### config.mk
export PLATFORM = sky130hd
export DESIGN_NAME = clock_and_power_mode_control
export DESIGN_NICKNAME = d
export VERILOG_FILES = /design/src/hw/clk_pwr_pkg.sv /design/src/hw/clock_and_power_mode_control.sv
export VERILOG_INCLUDE_DIRS = /design/src /design/src/hw
export SDC_FILE = /design/constraint.sdc
export NUM_CORES = 1
export LEC_CHECK = 0
export BUFFER_PORTS_ARGS = -buffer_cell sky130_fd_sc_hd__buf_2
export CAP_MARGIN = 20
export CORE_ASPECT_RATIO = 0.8
export CORE_MARGIN = 3
export CORE_UTILIZATION = 40
export CTS_CLUSTER_SIZE = 24
export DETAILED_ROUTE_END_ITERATION = 8
export SETUP_SLACK_MARGIN = 0.02
export SYNTH_ARGS = -nofsm -noshare
export SYNTH_HDL_FRONTEND = slang
export SYNTH_SLANG_ARGS = --single-unit
### constraint.sdc
create_clock -name clk -period 9.18 [get_ports clk]
set_input_delay 1.836 -clock clk [delete_from_list [all_inputs] [get_ports clk]]
set_output_delay 1.836 -clock clk [all_outputs]
set_load 0.01 [all_outputs]
### src/hw/clk_pwr_params.svh
// Purpose: constants for the clock and power mode controller
// Assumes: 25 MHz system clock, byte addresses on the register port
// Notes:   times are given in their own unit, cycle counts derive from them
//
// Function
// - divided oscillator clocks have 50% duty
// - main oscillator offers 3/6/12/24/48/74 MHz
// - doubler doubles inputs of 6 to 24 MHz
// - doubler source: main, fast crystal, pin
// - pll output limited to 24..80 MHz
// - pll dividers give 4032 ratios
// - pll locks within 250 us, lock readable
// - pll reference: main, fast crystal, pin
// - pll lock routed out for interrupt
// - slow oscillator gives 1, 33, 100 kHz
// - tick wheel is free 13-bit 1 kHz counter
// - wheel halts in hibernate and debug stop
// - wheel makes periodic interrupts and wakeups
// - firmware command clears the wheel
// - four modes active, alternate, sleep, hibernate
// - per-mode template enables subsystems when active
// - sleep disables all except timed sleep, rtc
// - hibernate stops clocks, wakes on pins only
// - sleep wake sources within 25 us, resets
// - hibernate wakes by port events, 200 us
// - mode entry by wakeup, reset, register write
`ifndef CLK_PWR_PARAMS_SVH
`define CLK_PWR_PARAMS_SVH

`define CLK_PERIOD_NS     40
`define PLL_LOCK_US       250
`define SLEEP_WAKE_US     25
`define HIB_WAKE_US       200
`define HALF_1K_NS        500000
`define HALF_33K_NS       15151
`define HALF_100K_NS      5000

// register byte addresses
`define ADDR_OSC_CFG      8'h00
`define ADDR_DBL_CFG      8'h04
`define ADDR_PLL_CFG      8'h08
`define ADDR_STATUS       8'h0c
`define ADDR_WHEEL_CNT    8'h10
`define ADDR_WHEEL_CTL    8'h14
`define ADDR_MODE         8'h18
`define ADDR_TEMPLATE     8'h1c

// field positions
`define F_OSC_SEL         2:0
`define F_OSC_1K          3
`define F_OSC_33K         4
`define F_OSC_100K        5
`define F_OSC_DIV         15:8
`define F_EN              0
`define F_SRC             2:1
`define F_PLL_QM1         13:8
`define F_PLL_P           21:16
`define F_WH_CLR          0
`define F_WH_TAP          4:1
`define F_WH_IRQ          5
`define F_WH_WAKE         6
`define F_MODE            1:0
`define F_TPL_ACT         7:0
`define F_TPL_ALT         15:8

`define OSC_CFG_RST       32'h0000_0001
`define TPL_RST           16'hffff
`define DBL_MIN_MHZ       8'h06
`define DBL_MAX_MHZ       8'h18
`define PLL_MIN_MHZ       16'h0018
`define PLL_MAX_MHZ       16'h0050
`define WHEEL_W           13
`define WHEEL_MAX_TAP     4'hc

`endif

### src/hw/clk_pwr_pkg.sv
// Purpose: shared types of the clock and power mode controller
// Assumes: constants live in clk_pwr_params.svh
// Notes:   mode states are one-hot
package clk_pwr_pkg;

  typedef enum logic [4:0] {
    PM_ACTIVE = 5'h01,
    PM_ALT    = 5'h02,
    PM_SLEEP  = 5'h04,
    PM_HIB    = 5'h08,
    PM_WAKE   = 5'h10
  } pmode_t;

  typedef enum logic [1:0] {
    SRC_MAIN  = 2'h0,
    SRC_XTAL  = 2'h1,
    SRC_PIN   = 2'h2
  } clk_src_t;

  typedef struct packed {
    logic cmp;
    logic port_irq;
    logic i2c;
    logic rtc;
    logic lsd;
  } wake_src_t;

  typedef struct packed {
    logic external_reset_pin;
    logic low_supply_detect;
    logic watchdog_reset_event;
  } reset_src_t;

endpackage : clk_pwr_pkg

### src/hw/clock_and_power_mode_control.sv
// Purpose: oscillator control, doubler, pll supervision, tick wheel, power modes
// Assumes: oscillators are analog; this logic selects, supervises and divides
// Notes:   slow clocks are synthesised from clk for the timing logic
`include "clk_pwr_params.svh"
`timescale 1ns/10ps
module clock_and_power_mode_control
  import clk_pwr_pkg::*;
#(
  parameter int LOCK_CYCLES    = `PLL_LOCK_US * 1000 / `CLK_PERIOD_NS,
  parameter int HIB_WAKE_CYC   = `HIB_WAKE_US * 1000 / `CLK_PERIOD_NS,
  parameter int HALF_1K_CYC    = `HALF_1K_NS / `CLK_PERIOD_NS
)(
  input  wire logic        clk,
  input  wire logic        sys_rst,
  input  wire logic [7:0]  addr,
  input  wire logic [31:0] wdata,
  input  wire logic        wr_stb,
  input  wire logic        rd_stb,
  output logic      [31:0] rdata,
  input  wire logic [7:0]  xtal_mhz,
  input  wire logic [7:0]  pin_clk_mhz,
  input  wire logic        debug_halt,
  input  wire wake_src_t   wake_src,
  input  wire reset_src_t  reset_src,
  output logic      [2:0]  main_osc_sel,
  output logic             main_osc_div_clk,
  output logic             one_khz_tick_clock,
  output logic             clk_33k,
  output logic             clk_100k,
  output logic      [7:0]  doubler_mhz,
  output logic             pll_enable,
  output logic             pll_lock,
  output logic      [12:0] wheel_count,
  output logic             wheel_irq,
  output pmode_t           power_mode,
  output logic      [7:0]  subsys_en,
  output logic             sleep_timer_run,
  output logic             clocks_run,
  output logic             dev_reset_req
);

  localparam int SLEEP_WAKE_CYC = `SLEEP_WAKE_US * 1000 / `CLK_PERIOD_NS;
  localparam int HALF_33K_CYC   = `HALF_33K_NS / `CLK_PERIOD_NS;
  localparam int HALF_100K_CYC  = `HALF_100K_NS / `CLK_PERIOD_NS;

  // ----------------------------------------------------------------
  // register file
  // ----------------------------------------------------------------
  logic [31:0] osc_cfg_q, osc_cfg_d, dbl_cfg_q, dbl_cfg_d, pll_cfg_q, pll_cfg_d;
  logic [31:0] wh_ctl_q, wh_ctl_d, rdata_q, rdata_d;
  logic [15:0] tpl_q, tpl_d;
  logic        mode_wr, wheel_clr;
  logic [1:0]  mode_code;
  logic [31:0] status;

  always_comb
  begin
    osc_cfg_d = osc_cfg_q;
    dbl_cfg_d = dbl_cfg_q;
    pll_cfg_d = pll_cfg_q;
    wh_ctl_d  = wh_ctl_q;
    tpl_d     = tpl_q;
    mode_wr   = 1'b0;
    wheel_clr = 1'b0;
    rdata_d   = 32'h0000_0000;
    if (wr_stb)
    begin
      case (addr)
        `ADDR_OSC_CFG:   osc_cfg_d = {16'h0000, wdata[15:0]};
        `ADDR_DBL_CFG:   dbl_cfg_d = {29'h0, wdata[2:0]};
        `ADDR_PLL_CFG:   pll_cfg_d = {10'h000, wdata[21:0]};
        `ADDR_WHEEL_CTL:
        begin
          wh_ctl_d  = {25'h0, wdata[6:1], 1'b0};
          wheel_clr = wdata[`F_WH_CLR];
        end
        `ADDR_MODE:      mode_wr = 1'b1;
        `ADDR_TEMPLATE:  tpl_d = wdata[15:0];
        default:         osc_cfg_d = osc_cfg_q;
      endcase
    end
    if (rd_stb)
    begin
      case (addr)
        `ADDR_OSC_CFG:   rdata_d = osc_cfg_q;
        `ADDR_DBL_CFG:   rdata_d = dbl_cfg_q;
        `ADDR_PLL_CFG:   rdata_d = pll_cfg_q;
        `ADDR_STATUS:    rdata_d = status;
        `ADDR_WHEEL_CNT: rdata_d = {19'h0, wheel_count};
        `ADDR_WHEEL_CTL: rdata_d = wh_ctl_q;
        `ADDR_MODE:      rdata_d = {30'h0, mode_code};
        `ADDR_TEMPLATE:  rdata_d = {16'h0000, tpl_q};
        default:         rdata_d = 32'h0000_0000;
      endcase
    end
  end

  always_ff @(posedge clk)
  begin
    if (sys_rst)
    begin
      osc_cfg_q <= `OSC_CFG_RST;
      dbl_cfg_q <= 32'h0000_0000;
      pll_cfg_q <= 32'h0000_0000;
      wh_ctl_q  <= 32'h0000_0000;
      tpl_q     <= `TPL_RST;
      rdata_q   <= 32'h0000_0000;
    end
    else
    begin
      osc_cfg_q <= osc_cfg_d;
      dbl_cfg_q <= dbl_cfg_d;
      pll_cfg_q <= pll_cfg_d;
      wh_ctl_q  <= wh_ctl_d;
      tpl_q     <= tpl_d;
      rdata_q   <= rdata_d;
    end
  end
  assign rdata = rdata_q;

  // ----------------------------------------------------------------
  // frequency bookkeeping: main oscillator, doubler, pll range
  // ----------------------------------------------------------------
  logic [7:0]  main_mhz, dbl_src_mhz, pll_ref_mhz;
  logic        dbl_ok, pll_range_ok;
  logic [15:0] pll_num, pll_lo, pll_hi;
  logic [6:0]  pll_q;
  logic [5:0]  pll_p;

  always_comb
  begin
    case (osc_cfg_q[`F_OSC_SEL])
      3'h0:    main_mhz = 8'h03;
      3'h1:    main_mhz = 8'h06;
      3'h2:    main_mhz = 8'h0c;
      3'h3:    main_mhz = 8'h18;
      3'h4:    main_mhz = 8'h30;
      3'h5:    main_mhz = 8'h4a;
      default: main_mhz = 8'h03;
    endcase
  end
  assign main_osc_sel = (osc_cfg_q[`F_OSC_SEL] > 3'h5) ? 3'h0 : osc_cfg_q[`F_OSC_SEL];

  function automatic logic [7:0] src_mhz(input logic [1:0] s, input logic [7:0] m,
                                         input logic [7:0] x, input logic [7:0] p);
    case (s)
      SRC_MAIN: src_mhz = m;
      SRC_XTAL: src_mhz = x;
      SRC_PIN:  src_mhz = p;
      default:  src_mhz = 8'h00;
    endcase
  endfunction : src_mhz

  assign dbl_src_mhz = src_mhz(dbl_cfg_q[`F_SRC], main_mhz, xtal_mhz, pin_clk_mhz);
  assign dbl_ok      = dbl_cfg_q[`F_EN] && dbl_src_mhz >= `DBL_MIN_MHZ
                       && dbl_src_mhz <= `DBL_MAX_MHZ;
  assign doubler_mhz = dbl_ok ? {dbl_src_mhz[6:0], 1'b0} : 8'h00;

  // ratio = p / q with p in 1..63 and q in 1..64: 63 x 64 = 4032 settings
  assign pll_ref_mhz  = src_mhz(pll_cfg_q[`F_SRC], main_mhz, xtal_mhz, pin_clk_mhz);
  assign pll_q        = {1'b0, pll_cfg_q[`F_PLL_QM1]} + 7'h01;
  assign pll_p        = pll_cfg_q[`F_PLL_P];
  assign pll_num      = 16'(pll_ref_mhz * pll_p);
  assign pll_lo       = 16'(`PLL_MIN_MHZ * pll_q);
  assign pll_hi       = 16'(`PLL_MAX_MHZ * pll_q);
  assign pll_range_ok = pll_p != 6'h00 && pll_num >= pll_lo && pll_num <= pll_hi;

  // ----------------------------------------------------------------
  // dividers: toggle flops so every derived clock is 50% duty
  // ----------------------------------------------------------------
  logic [7:0]  mdiv_q, mdiv_d;
  logic [13:0] c1k_q, c1k_d;
  logic [9:0]  c33_q, c33_d, c100_q, c100_d;
  logic        mclk_q, mclk_d, k1_q, k1_d, k33_q, k33_d, k100_q, k100_d;
  logic        tick_1k, hib;

  assign hib = power_mode == PM_HIB;

  always_comb
  begin
    mdiv_d = mdiv_q;
    mclk_d = mclk_q;
    c1k_d  = c1k_q;
    k1_d   = k1_q;
    c33_d  = c33_q;
    k33_d  = k33_q;
    c100_d = c100_q;
    k100_d = k100_q;
    if (!hib)
    begin
      mdiv_d = (mdiv_q >= osc_cfg_q[`F_OSC_DIV]) ? 8'h00 : mdiv_q + 8'h01;
      if (mdiv_q >= osc_cfg_q[`F_OSC_DIV])
        mclk_d = ~mclk_q;
      c1k_d  = (c1k_q == 14'(HALF_1K_CYC - 1)) ? 14'h0000 : c1k_q + 14'h0001;
      if (c1k_q == 14'(HALF_1K_CYC - 1))
        k1_d = ~k1_q;
      c33_d  = (c33_q == 10'(HALF_33K_CYC - 1)) ? 10'h000 : c33_q + 10'h001;
      if (c33_q == 10'(HALF_33K_CYC - 1))
        k33_d = ~k33_q;
      c100_d = (c100_q == 10'(HALF_100K_CYC - 1)) ? 10'h000 : c100_q + 10'h001;
      if (c100_q == 10'(HALF_100K_CYC - 1))
        k100_d = ~k100_q;
    end
  end
  assign tick_1k = !hib && c1k_q == 14'(HALF_1K_CYC - 1) && !k1_q;

  always_ff @(posedge clk)
  begin
    if (sys_rst)
    begin
      mdiv_q <= 8'h00;
      mclk_q <= 1'b0;
      c1k_q  <= 14'h0000;
      k1_q   <= 1'b0;
      c33_q  <= 10'h000;
      k33_q  <= 1'b0;
      c100_q <= 10'h000;
      k100_q <= 1'b0;
    end
    else
    begin
      mdiv_q <= mdiv_d;
      mclk_q <= mclk_d;
      c1k_q  <= c1k_d;
      k1_q   <= k1_d;
      c33_q  <= c33_d;
      k33_q  <= k33_d;
      c100_q <= c100_d;
      k100_q <= k100_d;
    end
  end
  assign main_osc_div_clk   = mclk_q;
  assign one_khz_tick_clock = k1_q & osc_cfg_q[`F_OSC_1K];
  assign clk_33k            = k33_q & osc_cfg_q[`F_OSC_33K];
  assign clk_100k           = k100_q & osc_cfg_q[`F_OSC_100K];

  // ----------------------------------------------------------------
  // pll lock supervision and tick counter wheel
  // ----------------------------------------------------------------
  logic [12:0] lock_cnt_q, lock_cnt_d;
  logic        lock_q, lock_d;
  logic [12:0] wheel_q, wheel_d;
  logic        wirq_q, wirq_d;
  logic [12:0] tap_mask;
  logic        run_mode;

  assign run_mode   = power_mode == PM_ACTIVE || power_mode == PM_ALT;
  // low power modes rely on firmware having shut the pll; forcing it off is a backstop
  assign pll_enable = pll_cfg_q[`F_EN] && run_mode;
  assign tap_mask   = 13'((14'h0002 << wh_ctl_q[`F_WH_TAP]) - 14'h0001);

  always_comb
  begin
    lock_cnt_d = lock_cnt_q;
    lock_d     = lock_q;
    if (!pll_enable || !pll_range_ok)
    begin
      lock_cnt_d = 13'h0000;
      lock_d     = 1'b0;
    end
    else if (lock_cnt_q == 13'(LOCK_CYCLES - 1))
      lock_d = 1'b1;
    else
      lock_cnt_d = lock_cnt_q + 13'h0001;
    wheel_d = wheel_q;
    wirq_d  = 1'b0;
    if (wheel_clr)
      wheel_d = 13'h0000;
    else if (tick_1k && !debug_halt)
    begin
      wheel_d = wheel_q + 13'h0001;
      wirq_d  = ((wheel_d & tap_mask) == 13'h0000) && wh_ctl_q[`F_WH_TAP] <= `WHEEL_MAX_TAP;
    end
  end

  always_ff @(posedge clk)
  begin
    if (sys_rst)
    begin
      lock_cnt_q <= 13'h0000;
      lock_q     <= 1'b0;
      wheel_q    <= 13'h0000;
      wirq_q     <= 1'b0;
    end
    else
    begin
      lock_cnt_q <= lock_cnt_d;
      lock_q     <= lock_d;
      wheel_q    <= wheel_d;
      wirq_q     <= wirq_d;
    end
  end
  assign pll_lock    = lock_q;
  assign wheel_count = wheel_q;
  assign wheel_irq   = wirq_q & wh_ctl_q[`F_WH_IRQ];
  assign status      = {16'h0000, doubler_mhz, 3'h0, power_mode[4], dbl_ok, pll_range_ok, 1'b0, lock_q};

  // ----------------------------------------------------------------
  // power mode controller
  // ----------------------------------------------------------------
  pmode_t      mode_q, mode_d;
  logic [12:0] wcnt_q, wcnt_d;
  logic        rst_q, rst_d, sleep_wake, hib_wake, reset_hit;

  assign sleep_wake = wake_src.cmp | wake_src.port_irq | wake_src.i2c | wake_src.rtc
                      | wake_src.lsd | (wirq_q & wh_ctl_q[`F_WH_WAKE]);
  assign hib_wake   = wake_src.port_irq;

  always_comb
  begin
    mode_d    = mode_q;
    wcnt_d    = wcnt_q;
    reset_hit = 1'b0;
    case (mode_q)
      PM_ACTIVE, PM_ALT:
      begin
        reset_hit = |reset_src;
        if (mode_wr)
        begin
          case (wdata[`F_MODE])
            2'h0:    mode_d = PM_ACTIVE;
            2'h1:    mode_d = PM_ALT;
            2'h2:    mode_d = PM_SLEEP;
            default: mode_d = PM_HIB;
          endcase
        end
      end
      PM_SLEEP:
      begin
        reset_hit = |reset_src;
        if (sleep_wake)
        begin
          mode_d = PM_WAKE;
          wcnt_d = 13'(SLEEP_WAKE_CYC - 1);
        end
      end
      PM_HIB:
      begin
        reset_hit = reset_src.external_reset_pin;
        if (hib_wake)
        begin
          mode_d = PM_WAKE;
          wcnt_d = 13'(HIB_WAKE_CYC - 1);
        end
      end
      PM_WAKE:
      begin
        reset_hit = |reset_src;
        if (wcnt_q == 13'h0000)
          mode_d = PM_ACTIVE;
        else
          wcnt_d = wcnt_q - 13'h0001;
      end
      default: mode_d = PM_ACTIVE;
    endcase
    if (reset_hit)
      mode_d = PM_ACTIVE;
    rst_d = reset_hit;
  end

  always_ff @(posedge clk)
  begin
    if (sys_rst)
    begin
      mode_q <= PM_ACTIVE;
      wcnt_q <= 13'h0000;
      rst_q  <= 1'b0;
    end
    else
    begin
      mode_q <= mode_d;
      wcnt_q <= wcnt_d;
      rst_q  <= rst_d;
    end
  end

  assign power_mode      = mode_q;
  assign dev_reset_req   = rst_q;
  assign mode_code       = mode_q == PM_ALT ? 2'h1 : mode_q == PM_SLEEP ? 2'h2 : mode_q == PM_HIB ? 2'h3 : 2'h0;
  assign subsys_en       = mode_q == PM_ACTIVE ? tpl_q[`F_TPL_ACT] :
                           mode_q == PM_ALT ? tpl_q[`F_TPL_ALT] : 8'h00;
  assign sleep_timer_run = mode_q != PM_HIB;
  assign clocks_run      = mode_q != PM_HIB;
endmodule : clock_and_power_mode_control

==> metrics.yaml <==
grtUsageMet2_pct: 32.4
ys.flop_type: "dfxtp_1"
wl_mm: 31.9
boundaryPins: 148
hold_viol: 0
synth-seq-cells: 178
syn_area_per_cell_sq_um: 8.09
dp_hpwl_mm: 23.8
min_path_cells: 2
fin_skew_ns: 0.0120
rsz0062_at_grt: "no"
antenna_found_initial: 0
seq_area_frac_synth_pct: 31.0
maxCapViolCount: 0
post_route_cells_drive_above_1_share_pct: 12.0
reg2reg_setup_slack_ns: 1.86
worst_pin_slew_ns: 1.05
clock_latency_ns: 0.44
finalSetupViolCount: 0
finalCritPeriodShare_pct: 83.5
cts_setup_buffers: 0
io_buffer_count: 124
pre_cts_slack_ns: 1.07
maxSlewViolCount: 0
r2r_start: "osc_cfg_q[1]"
viasPerCell: 5.45
grt_max_degree: 65
tritoncts: "yes"
reg2reg_depth: 21
setup_ws_ns: 1.51
track_usage_pct: 20.6
startpoint_type: "input port"
nFillCells: 2737
synth.most_common_cell: "nand2_1"
synth_common_cells: "205 x nand2_1, 178 x dfxtp_1, 107 x nor2_1, 100 x a21oi_1, 78 x ha_1"
post-route-drc-count: 0
cts-hold-fix-buffers: 0
p_total_mw: 1.58
die_w_um: 196
root_buffer: "clkbuf_16"
grt_overflow_total: 0
dieArea_sq_um: 30900
worst-setup-path-type: "input port to flip-flop"
worst_setup_path_end_kind: "flip-flop"
leakage_nw: 5.24
max-vdd-ir-drop_mv: 0.126
async_flop_share_pct: 0
clock-sinks: 178
drtIter0Drc: 950
crit_required_ns: 9.52
gp_congestion: 0.877
clk_pin_slew_worst_paths_ns: 0.07
area_growth_pct: 11.7
met3_usage_pct: 4.23
crit_fanout: 14
yosys.area.top_type: "dfxtp_1"
dr.pass1.iters: 6
grt-busiest-layer: "met2"
core_area_sq_um: 27800
ctsResizeCount: 0
finalSetupTns_ns: 0
synthDistinctLibCells: 79
dieHeight_um: 158
use_met1_pct: 29.2
nNetsFinal: 1672
yosysTopAreaCellShare_pct: 31.0
hold-path-endpoint: "pll_cfg_q[6]"
cp_data_arrival_time_ns: 8.01
numCtsBuffers: 17
min_period_ns: 7.67
wire_per_inst_um: 17.0
grt_pass1_wl_mm: 51.1
via_count: 10200
detail-route-antenna-nets: 0
htreeDepth: 4
netlist_area_sq_um: 11500
cellPowerDensity_nw_per_um2: 123
rr_endpoint: "pll_lock"
yosys-top-cells-area: "dfxtp_1 31%, ha_1 8.5%, nand2_1 6.7%"
syn_inst: 1423
synth_edf_count: 0
hold_ws_ns: 0.462
maxSlewHeadroom_pct: 29.5
yosys_warnings: 0
first_global_vias: 9552
hold_class: "flip-flop to flip-flop"
fin_util_pct: 46.3
fmax_ghz: 0.130
worst_hold_startpoint: "pll_cfg_q[6]"
clockBufferDepth: 2
floorplan.initialDensity_pct: 41.5
fp-row-count: 54
num_antenna_cells: 0
status: "finished, final reports clean"
[cell families after synthesis]
| logic type | Yosys count | share of synthesized area (%) |
|---|---|---|
| other | 1 | 0.0326 |
| multiplexers | 17 | 1.53 |
| AO/OA/AOI/OAI | 277 | 15.8 |
| adder cells (fa/ha/maj) | 105 | 13.2 |
| AND/OR/NAND/NOR | 597 | 25.6 |
| XOR/XNOR | 94 | 7.15 |
| buffers and inverters | 154 | 5.74 |
| flip-flops | 178 | 31.0 |
[state kept, by name, indices dropped and copies added (netlist names), 3 cells and up]
| signal | flops |
|---|---|
| mdiv_q | 8 |
| wcnt_q | 13 |
| dbl_cfg_q | 3 |
| wheel_count | 13 |
| lock_cnt_q | 13 |
| c33_q | 10 |
| tpl_q | 16 |
| osc_cfg_q | 16 |
| wh_ctl_q | 6 |
| c1k_q | 14 |
| power_mode | 5 |
| c100_q | 10 |
| pll_cfg_q | 22 |
| rdata | 22 |
[metal layers]
metal / routed length [um] / share of wire [%]
met1: 15400 / 48
met4: 467 / 1.5
met3: 2210 / 6.9
met2: 13900 / 44
met5: 0 / 0
[power breakdown]
group | total, mW | internal (mW) | switching, mW
registers | 0.781 | 0.776 | 0.00480
clock network | 0.741 | 0.416 | 0.325
logic | 0.0609 | 0.0214 | 0.0395
[worst max-delay path, stage by stage]
cell,delay (ns)
buf_2,0.09
nor2b_1,0.04
o31ai_1,0.67
and2_1,0.25
fa_1,0.43
fa_1,0.55
inv_1,0.05
fa_1,0.55
inv_1,0.05
ha_1,0.37
and3_1,0.19
a221oi_1,0.38
o21a_1,0.28
xnor2_1,0.11
ha_1,0.31
nand4_1,0.14
or3_1,0.32
a2111o_1,0.28
o21ai_0,0.17
nand3_1,0.57
nor3_1,0.34
[per-stage QoR]
step / instance area, sq um / cells
after global placement: 12300 / 1843
after CTS: 12900 / 1874
after global routing: 12900 / 1874
final: 12900 / 1874
after floorplan: 11600 / 1435
after detailed placement: 12300 / 1843
[final cells by class]
| cell class | instances | area, sq um | area share [%] |
|---|---|---|---|
| multi-input cells | 1103 | 7330 | 57.0 |
| flip-flops and latches | 178 | 3560 | 27.7 |
| repair buffers | 130 | 666 | 5.18 |
| clock buffers | 20 | 457 | 3.55 |
| well taps | 364 | 455 | 3.54 |
| inverters | 68 | 255 | 1.98 |
| clock inverters | 11 | 130 | 1.01 |
[layout by cell type, fill, tap and decap left out, drive strengths merged, types with 38 or more instances in the layout]
| master | count |
|---|---|
| and2 | 51 |
| nand2 | 205 |
| inv | 68 |
| nand3 | 53 |
| o21ai | 50 |
| xor2 | 56 |
| dfxtp | 178 |
| nor2 | 108 |
| nor3 | 46 |
| xnor2 | 38 |
| a21oi | 100 |
| buf | 130 |
| ha | 78 |
[worst max-delay path by stage]
stage	cells after the start	start	to	slack, ns
after CTS	21	pin_clk_mhz[4]	lock_cnt_q[1]	1.52
after global placement	23	pin_clk_mhz[3]	lock_cnt_q[1]	1.13
final	21	pin_clk_mhz[4]	pll_lock	1.51
after detailed placement	21	pin_clk_mhz[4]	lock_cnt_q[4]	1.07
after floorplan	22	pin_clk_mhz[4]	lock_cnt_q[10]	2.29
after global routing	23	pin_clk_mhz[3]	lock_cnt_q[12]	0.90
Note: power is estimated with default switching activity, not from simulation.
